==> src/core/gcm_pkg.sv <==
// Package for the control-input pin function multiplexer
package gcm_pkg;
   localparam int NUM_PINS = 7;
   localparam int NUM_REFS = 8;
   localparam int NUM_LOOPS = 3;
   localparam int CODE_W = 7;
   localparam int REG_W = 8;
   localparam logic [7:0] FUNC_SEL_RESET = 8'h00;
   localparam logic [6:0] CODE_PLAIN = 7'h00;
   localparam logic [6:0] CODE_LOS_BASE = 7'h10;
   localparam logic [6:0] CODE_LOS_LAST = 7'h17;
   localparam logic [6:0] CODE_TIE_L0 = 7'h20;
   localparam logic [6:0] CODE_TIE_L1 = 7'h28;
   localparam logic [6:0] CODE_TIE_L2 = 7'h30;
   localparam logic [6:0] CODE_HALT_B1 = 7'h44;
   localparam logic [6:0] CODE_HALT_B0 = 7'h45;
   localparam int STRAP_HOLD_MS = 125;

   typedef struct packed {
      logic [7:0] loss_of_signal;
      logic [2:0] tie_clear_en;
      logic [1:0] halt;
   } gcm_route_s;
endpackage : gcm_pkg

==> src/core/gcm_pin_sync.sv <==
// Two-stage synchroniser for one pin
module gcm_pin_sync (
   // Clock and reset
   input wire logic clk,
   input wire logic rst_n,
   // Pin and result
   input wire logic din,
   output logic dout
);
   logic meta_q;
   logic meta_d;
   logic sync_q;
   logic sync_d;

   always_comb begin
      meta_d = din;
      sync_d = meta_q;
   end

   always_ff @(posedge clk or negedge rst_n) begin
      if (!rst_n) begin
         meta_q <= 1'b0;
         sync_q <= 1'b0;
      end else begin
         meta_q <= meta_d;
         sync_q <= sync_d;
      end
   end

   assign dout = sync_q;
endmodule : gcm_pin_sync

==> src/core/gcm_top.sv <==
// Control-input function multiplexer for general purpose pins
module gcm_top #(
   parameter int NUM_PINS = gcm_pkg::NUM_PINS
) (
   // Clock and reset
   input wire logic CLK_SYS,
   input wire logic RST_N,
   // Function register write and read port
   input wire logic FSEL_WR,
   input wire logic [$clog2(NUM_PINS)-1:0] FSEL_ADDR,
   input wire logic [gcm_pkg::REG_W-1:0] FSEL_WDATA,
   output logic [gcm_pkg::REG_W-1:0] FSEL_RDATA,
   // Pins
   input wire logic [NUM_PINS-1:0] GPIO_IN,
   // Register bits that are ORed with the pins
   input wire logic [gcm_pkg::NUM_LOOPS-1:0] LOOP_TIE_CLR_REG,
   input wire logic [1:0] SYNTH_HALT_REG,
   // Reference state
   input wire logic [gcm_pkg::NUM_REFS-1:0] REF_MON_FAIL,
   input wire logic [gcm_pkg::NUM_REFS-1:0] REF_VALID_MASK,
   input wire logic [gcm_pkg::NUM_LOOPS*3-1:0] LOOP_REF_SEL,
   // Routed results
   output gcm_pkg::gcm_route_s ROUTE,
   output logic [gcm_pkg::NUM_REFS-1:0] REF_FAILED,
   output logic [gcm_pkg::NUM_LOOPS*3-1:0] LOOP_ACTIVE_REF,
   output logic [gcm_pkg::NUM_LOOPS-1:0] LOOP_HOLDOVER
);
   localparam int NR = gcm_pkg::NUM_REFS;
   localparam int NL = gcm_pkg::NUM_LOOPS;

   logic [gcm_pkg::REG_W-1:0] fsel_q [NUM_PINS];
   logic [gcm_pkg::REG_W-1:0] fsel_d [NUM_PINS];
   logic [gcm_pkg::REG_W-1:0] rdata_q;
   logic [gcm_pkg::REG_W-1:0] rdata_d;
   logic addr_ok;
   logic [NUM_PINS-1:0] pin_s;
   gcm_pkg::gcm_route_s route_q;
   gcm_pkg::gcm_route_s route_d;
   logic [NR-1:0] fail_q;
   logic [NR-1:0] fail_d;
   logic [NR-1:0] good_ref;
   logic [2:0] first_good;
   logic any_good;
   logic [NL*3-1:0] act_q;
   logic [NL*3-1:0] act_d;
   logic [NL-1:0] hold_q;
   logic [NL-1:0] hold_d;

   // Pin synchronisers
   genvar g;
   generate
      for (g = 0; g < NUM_PINS; g++) begin : g_sync
         gcm_pin_sync u_sync (
            .clk(CLK_SYS),
            .rst_n(RST_N),
            .din(GPIO_IN[g]),
            .dout(pin_s[g])
         );
      end
   endgenerate

   // An index with no register behind it is not written and reads the reset value
   assign addr_ok = int'(FSEL_ADDR) < NUM_PINS;

   // Function register file
   always_comb begin
      for (int i = 0; i < NUM_PINS; i++) begin
         fsel_d[i] = fsel_q[i];
      end
      rdata_d = gcm_pkg::FUNC_SEL_RESET;
      if (FSEL_WR && addr_ok) begin
         fsel_d[FSEL_ADDR] = FSEL_WDATA;
      end
      if (addr_ok) begin
         rdata_d = fsel_q[FSEL_ADDR];
      end
   end

   // Function registers and registered read data
   always_ff @(posedge CLK_SYS or negedge RST_N) begin
      if (!RST_N) begin
         for (int i = 0; i < NUM_PINS; i++) begin
            fsel_q[i] <= gcm_pkg::FUNC_SEL_RESET;
         end
         rdata_q <= gcm_pkg::FUNC_SEL_RESET;
      end else begin
         for (int i = 0; i < NUM_PINS; i++) begin
            fsel_q[i] <= fsel_d[i];
         end
         rdata_q <= rdata_d;
      end
   end

   // Code decode and OR with register bits
   // Several pins carrying one code are ORed; undefined codes fall to the default
   always_comb begin
      logic [gcm_pkg::CODE_W-1:0] code;
      code = gcm_pkg::CODE_PLAIN;
      route_d.loss_of_signal = '0;
      route_d.tie_clear_en = LOOP_TIE_CLR_REG;
      route_d.halt = SYNTH_HALT_REG;
      for (int i = 0; i < NUM_PINS; i++) begin
         code = fsel_q[i][gcm_pkg::CODE_W-1:0];
         unique case (code) inside
            gcm_pkg::CODE_PLAIN: begin
            end
            [gcm_pkg::CODE_LOS_BASE:gcm_pkg::CODE_LOS_LAST]: begin
               route_d.loss_of_signal[code[2:0]] |= pin_s[i];
            end
            gcm_pkg::CODE_TIE_L0: begin
               route_d.tie_clear_en[0] |= pin_s[i];
            end
            gcm_pkg::CODE_TIE_L1: begin
               route_d.tie_clear_en[1] |= pin_s[i];
            end
            gcm_pkg::CODE_TIE_L2: begin
               route_d.tie_clear_en[2] |= pin_s[i];
            end
            gcm_pkg::CODE_HALT_B1: begin
               route_d.halt[1] |= pin_s[i];
            end
            gcm_pkg::CODE_HALT_B0: begin
               route_d.halt[0] |= pin_s[i];
            end
            default: begin
            end
         endcase
      end
   end

   // Reference failure: monitor fail or routed loss-of-signal
   always_comb begin
      fail_d = REF_MON_FAIL | route_q.loss_of_signal;
   end

   // Usable references and the lowest-index one among them
   always_comb begin
      good_ref = ~fail_q & REF_VALID_MASK;
      first_good = 3'h0;
      any_good = |good_ref;
      for (int r = NR - 1; r >= 0; r--) begin
         if (good_ref[r]) begin
            first_good = 3'(r);
         end
      end
   end

   // Loop switchover and holdover
   // Revertive: a loop goes back to its preferred reference once that one is good
   // In holdover the last active reference is kept so the loop resumes from it
   always_comb begin
      logic [2:0] cur;
      logic [2:0] prev;
      cur = 3'h0;
      prev = 3'h0;
      act_d = act_q;
      hold_d = hold_q;
      for (int l = 0; l < NL; l++) begin
         cur = LOOP_REF_SEL[l*3 +: 3];
         prev = act_q[l*3 +: 3];
         if (good_ref[cur]) begin
            act_d[l*3 +: 3] = cur;
            hold_d[l] = 1'b0;
         end else if (good_ref[prev]) begin
            hold_d[l] = 1'b0;
         end else if (any_good) begin
            act_d[l*3 +: 3] = first_good;
            hold_d[l] = 1'b0;
         end else begin
            hold_d[l] = 1'b1;
         end
      end
   end

   // Routed signal register
   always_ff @(posedge CLK_SYS or negedge RST_N) begin
      if (!RST_N) begin
         route_q <= '0;
      end else begin
         route_q <= route_d;
      end
   end

   // Failed reference register
   always_ff @(posedge CLK_SYS or negedge RST_N) begin
      if (!RST_N) begin
         fail_q <= '0;
      end else begin
         fail_q <= fail_d;
      end
   end

   // Loop state registers
   always_ff @(posedge CLK_SYS or negedge RST_N) begin
      if (!RST_N) begin
         act_q <= '0;
         hold_q <= '0;
      end else begin
         act_q <= act_d;
         hold_q <= hold_d;
      end
   end

   // Every output leaves straight from a register
   assign FSEL_RDATA = rdata_q;
   assign ROUTE = route_q;
   assign REF_FAILED = fail_q;
   assign LOOP_ACTIVE_REF = act_q;
   assign LOOP_HOLDOVER = hold_q;
endmodule : gcm_top

==> config.mk <==
export PLATFORM = sky130hd
export DESIGN_NAME = gcm_top
export DESIGN_NICKNAME = d
export VERILOG_FILES = /design/src/core/gcm_pkg.sv /design/src/core/gcm_pin_sync.sv /design/src/core/gcm_top.sv
export SDC_FILE = /design/constraint.sdc
export NUM_CORES = 1
export LEC_CHECK = 0
export BUFFER_PORTS_ARGS = -buffer_cell sky130_fd_sc_hd__buf_2
export CORE_ASPECT_RATIO = 1.5
export CORE_UTILIZATION = 54
export DETAILED_ROUTE_END_ITERATION = 10
export GPL_TIMING_DRIVEN = 0
export PLACE_DENSITY = 0.79
export RECOVER_POWER = 50
export SLEW_MARGIN = 5
export SYNTH_ARGS = -nofsm -noshare
export SYNTH_HDL_FRONTEND = slang
export SYNTH_SLANG_ARGS = --single-unit
==> constraint.sdc <==
create_clock -name CLK_SYS -period 4.34 [get_ports CLK_SYS]
set_clock_uncertainty 0.15 [all_clocks]
set_input_delay 0.434 -clock CLK_SYS [delete_from_list [all_inputs] [get_ports CLK_SYS]]
set_output_delay 0.434 -clock CLK_SYS [all_outputs]
set_load 0.05 [all_outputs]
Word level (Yosys, flattened, before mapping)
Memories as Yosys holds them, arrays and structs flattened.
Index checks and enable logic that the tools add are counted.
W data, S select, Z words.
{"block": "word_totals", "reg_bits": 111, "rom_bits": 8, "input_bits": 51, "out_inout_bits": 41, "wordCells": 292, "mem_count": 1}
{"block": "classes", "magnitude_cmp": 37, "n_eq_ne": 38, "muxes": 116, "bitwise": 47, "n_reduce_logical": 23}
{"memory": "(no name shown)", "depth": 8, "word_bits": 1, "rd": 1, "rd_ports_with_merged_regs": 0, "write_ports": 0, "line": "gcm_top.sv:108", "text": "route_d.loss_of_signal[code[2:0]] |= pin_s[i];"}
{"cell": "$eq A7 B6 Y1 const B", "n": 21}
{"cell": "$eq A7 B7 Y1 const B", "n": 14}
{"cell": "$mux W8", "n": 11}
{"cell": "$mux W1", "n": 62}
{"cell": "$bwmux W56", "n": 1}
{"cell": "$lt A3 B4 Y1 const B", "n": 13}
{"cell": "$ge A7 B5 Y1 const B", "n": 7}
{"cell": "$le A7 B5 Y1 const B", "n": 7}
{"cell": "$bwmux W8", "n": 6}
{"cell": "$mux W3", "n": 15}
{"cell": "$or A1 B1 Y1", "n": 42}
{"cell": "$bmux W1 S3", "n": 12}
{"cell": "$bmux W8 S3", "n": 1}
{"cell": "$demux W8 S3", "n": 1}
{"cell": "$demux W1 S3", "n": 7}
{"cell": "$ge A3 B1 Y1 const B", "n": 7}
{"cell": "$and A8 B8 Y8", "n": 2}
{"cell": "$logic_and A1 B1 Y1", "n": 16}
{"cell": "$not A8 Y8", "n": 1}
{"cell": "$or A8 B8 Y8", "n": 1}
{"cell": "$reduce_or A8 Y1", "n": 1}
{"cell": "$ne A2 B2 Y1 const B", "n": 3}
{"cell": "$reduce_and A2 Y1", "n": 3}
{"cell": "$reduce_bool A2 Y1", "n": 3}
{"cell": "4 further kinds", "n": 4}

Logic depth before layout (Yosys ltp)
{"block": "depth", "depth_word": 36, "depth_mapped": 10, "ltp_nobuf": 9}

Modules after synthesis
From an unflattened synthesis, not the netlist that was laid out.
{"block": "hier_totals", "hier_cells": 583, "area_unflattened_um2": 6098.3}
{"mod": "gcm_top", "instances": 1, "cells_per_inst": 569, "area_each_um2": 5748.0, "seq_area_each_um2": 2427.3}
{"mod": "gcm_pin_sync", "instances": 7, "cells_per_inst": 2, "area_each_um2": 50.0, "seq_area_each_um2": 50.0}

Worst setup path after synthesis
Ideal clock, no wire load.
{"block": "synth_timing", "path_kind": "register to register", "start": "register fsel_q[43] (netlist name)", "end": "register route_q (netlist bit ROUTE[12])", "setup_time_ns": 0.126, "t_arrival_ns": 2.703, "t_required_ns": 4.064, "setup_slack_ns": 1.361, "stages_incl_launch_ff": 10, "n_path_buf": 0, "synth_period_minus_slack_ns": 2.979, "path_cell_list": "dfrtp_1 -> or4b_4 -> or3_1 -> a32oi_1 -> and4b_1 -> nor3_1 -> a211oi_2 -> o211a_4 -> a31oi_1 -> a311o_1"}
{"element": "from (decl)", "line": "gcm_top.sv:31", "text": "logic [gcm_pkg::REG_W-1:0] fsel_q [NUM_PINS];"}
{"element": "from (signal, indexed assignment)", "line": "gcm_top.sv:83", "text": "fsel_q[i] <= gcm_pkg::FUNC_SEL_RESET;"}
{"element": "from (signal, indexed assignment)", "line": "gcm_top.sv:88", "text": "fsel_q[i] <= fsel_d[i];"}
{"element": "to (signal assigned)", "line": "gcm_top.sv:180", "text": "route_q <= route_d;"}
{"element": "to (decl)", "line": "gcm_top.sv:37", "text": "gcm_pkg::gcm_route_s route_q;"}

==> flow_metrics.py <==
metrics = {
    "detailed_routing": {
        "drc": 0,
        "ant_nets": 0,
        "routed_wl_microns": 19530,
        "avgViaCountPerCell": 6.737,
        "wl_per_cell_microns": 22.29,
        "dr.pass1.iters": 7,
        "num_vias": 5902,
        "drtIter0Drc": 626,
    },
    "global_routing": {
        "grt_max_degree": 74,
        "grt_first_pass_wirelength_microns": 30510,
        "grt_usage_pct": 32.38,
        "overflow": 0,
        "antenna_found_initial": 0,
        "grt_pass1_vias": 5801,
    },
    "critical_path": {
        "required_ps": 4400,
        "setup.worst_path.start": "fsel_q[43]",
        "worstPathArrival_ps": 3850,
        "crit_type": "register to register",
        "worstPathMaxFanout": 8,
        "regToRegStartpoint": "fsel_q[43]",
        "r2r_setup_slack_ps": 540,
        "endpoint_kind": "register",
        "crit_path_start_kind": "register",
    },
    "yosys": {
        "ys.warnings.count": 0,
        "synth_fa_ha_area_share_pct": 0,
        "yosys.area_share.xor_xnor_pct": 0.4102,
        "ys_seq_area_share_pct": 43.37,
        "synth_simple_gate_area_share_pct": 22.84,
        "syn_area_per_cell_sq_um": 10.33,
        "synthesis.instances": 620,
        "synth.most_common_cell": "dfrtp_1",
        "synth-compound-area-share_pct": 13.60,
        "synth_top_family_by_area": "simple AND/OR/NAND/NOR gates",
        "synth_cell_types": 72,
        "ys_ff_latch": 111,
        "syn_nets": 671,
        "synth_common_cells": "dfrtp_1 (111), nor2_1 (63), mux2_2 (54)",
        "synth_top_area_cell": "dfrtp_1",
        "synth_area_sq_mm": 0.006405,
        "async_flop_share_pct": 100.0,
        "yosys.area.top_type_share_pct": 43.37,
        "synth-edff-count": 0,
        "synthMuxAreaShare_pct": 17.78,
        "synth_top_flop_cell": "dfrtp_1",
        "synth_area_leaders": "dfrtp_1 (43%), mux2_2 (9.5%), mux4_2 (5.6%)",
    },
    "floorplan": {
        "dieWidth_microns": 90.92,
        "initial_utilization_pct": 55.54,
        "die_y_microns": 135.4,
        "dieArea_sq_mm": 0.01231,
        "coreArea_sq_mm": 0.01153,
        "rows": 48,
        "ioPinCount": 92,
    },
    "sta": {
        "setup_viol": 0,
        "tightest_slew_ps": 2085,
        "fin_setup_tns_ps": 0,
        "report.final.slew_viol_count": 40,
        "slew_headroom_pct": -38.98,
        "hold_viol": 0,
        "period_needed_ps": 3795,
        "rsz0062_at_grt": "false",
        "fmax_ghz": 0.2635,
        "fin_crit_sh_pct": 87.45,
    },
    "cts": {
        "cts_tree": "done",
        "numCtsBuffers": 9,
        "cts_resized": 0,
        "cts_setup_buffers": 0,
        "cts_buffer_depth": 2,
        "clk_pin_slew_ps": 80,
        "h-tree-depth": 3,
        "numClockSinks": 111,
        "root_buffer": "clkbuf_16",
        "clk_latency_ps": 360,
    },
    "place": {
        "place_congestion": 0.9551,
        "io_buffers": 88,
        "placed_area_sq_mm": 0.007068,
        "hpwlAfterDp_microns": 14620,
    },
    "status": {
        "status": "finished, violations left",
        "violations": "max-capacitance violations, max-slew violations",
    },
    "min_path": {
        "hold_start": "GPIO_IN[0]",
        "holdCritPathClass": "input port to register",
    },
    "power_and_ir_drop": {
        "power_mw": 3.531,
        "ir_worst_vdd_v": 0.0003856,
        "p_leak_nw": 2.950,
        "powerDensity_mw_per_mm2": 482.8,
    },
    "finish": {
        "drive_gt1_share_pct": 23.14,
        "antenna_cells": 0,
        "fin_nets": 772,
        "fin_area_sq_mm": 0.007313,
        "nFillCells": 992,
        "areaGrowthSynthToFinish_pct": 14.18,
    },
    "flow_run": {
        "drv_cap": 1,
    },
}
[where the power goes]
part | switching, mW | total [mW] | leakage (nW) | internal (mW)
Combinational | 0.789 | 1.22 | 1.47 | 0.433
Clock | 0.413 | 0.820 | 0.143 | 0.407
Sequential | 0.259 | 1.49 | 1.34 | 1.23
[registers in the layout, summed over array words and instances, names as in the netlist]
signal                flops
FSEL_RDATA                8
REF_FAILED                8
g_sync.u_sync.dout        7
LOOP_ACTIVE_REF           9
g_sync.u_sync.meta_q      7
LOOP_HOLDOVER             3
fsel_q                   56
ROUTE                    13
[per-stage QoR]
step / utilization [%] / instances / hold WS (ps) / setup WS (ps)
5_1_grt: 63.42 / 876 / 22.70 / 333.6
2_1_floorplan: - / 620 / -11.59 / 1361
6_report: 63.42 / 876 / 28.09 / 544.5
4_1_cts: 63.89 / 876 / 22.84 / 682.3
3_5_place_dp: 61.30 / 859 / 186.3 / 734.0
3_3_place_gp: 60.99 / 858 / 182.3 / 698.4
[critical path: stages, from the launching register on]
cell and delay [ps]:
dfrtp_1 500, or4b_4 610, nor3_1 280, o41ai_1 110, a2111oi_1 800, o22ai_1 240
a211oi_2 270, o31ai_1 170, a221oi_1 330, o221ai_1 180
[layer usage]
layer | track usage, % | vias up | routed length [microns]
met3 | 4.770 | 112 | 1306
met1 | 35.33 | 2849 | 6783
met4 | 22.93 | 0 | 1556
li1 | - | 2551 | -
met2 | 57.53 | 390 | 9883
met5 | 0 | - | 0
[cell type report]
type	count	area (sq um)	share of cell area (%)
plain buffers	24	91.34	1.249
clock buffers	10	229.0	3.131
clock inverters	6	60.06	0.8212
inverters	10	37.54	0.5133
multi-input cells	475	3513	48.04
flip-flops and latches	111	2778	37.98
well taps	150	187.7	2.566
repair buffers	90	416.7	5.697
[worst paths after layout]
kind,end,depth (start not counted)
max,ROUTE[9],9
min reg2reg,g_sync[0].u_sync.dout,0
max in group asynchronous,fsel_q[8],3
min,g_sync[0].u_sync.meta_q,1
min in group asynchronous,LOOP_HOLDOVER[1],2
max reg2reg,ROUTE[9],9
[what timing repair did]
| item | 4_1_cts | 5_1_grt |
|---|---|---|
| hold buffers | 1 | 0 |
| hold endpoints to repair | 38 | 0 |
| setup endpoints to repair | 0 | 0 |
[placed cells by master, fill, tap and decap left out, types with 19 or more instances in the layout]
cell type / n
a21oi_1: 32
buf_2: 56
clkbuf_1: 55
dfrtp_1: 111
mux2_2: 54
nand2_1: 44
nor2_1: 63
nor2b_1: 20
nor3_1: 19
o21ai_0: 20
[kinds of logic after synthesis]
| kind of cell | Yosys count |
|---|---|
| flops | 111 |
| simple gates | 264 |
| buf+inv | 34 |
| compound gates | 121 |
| mux | 87 |
| xor+xnor | 3 |
Power figures use the tool's default switching activity.
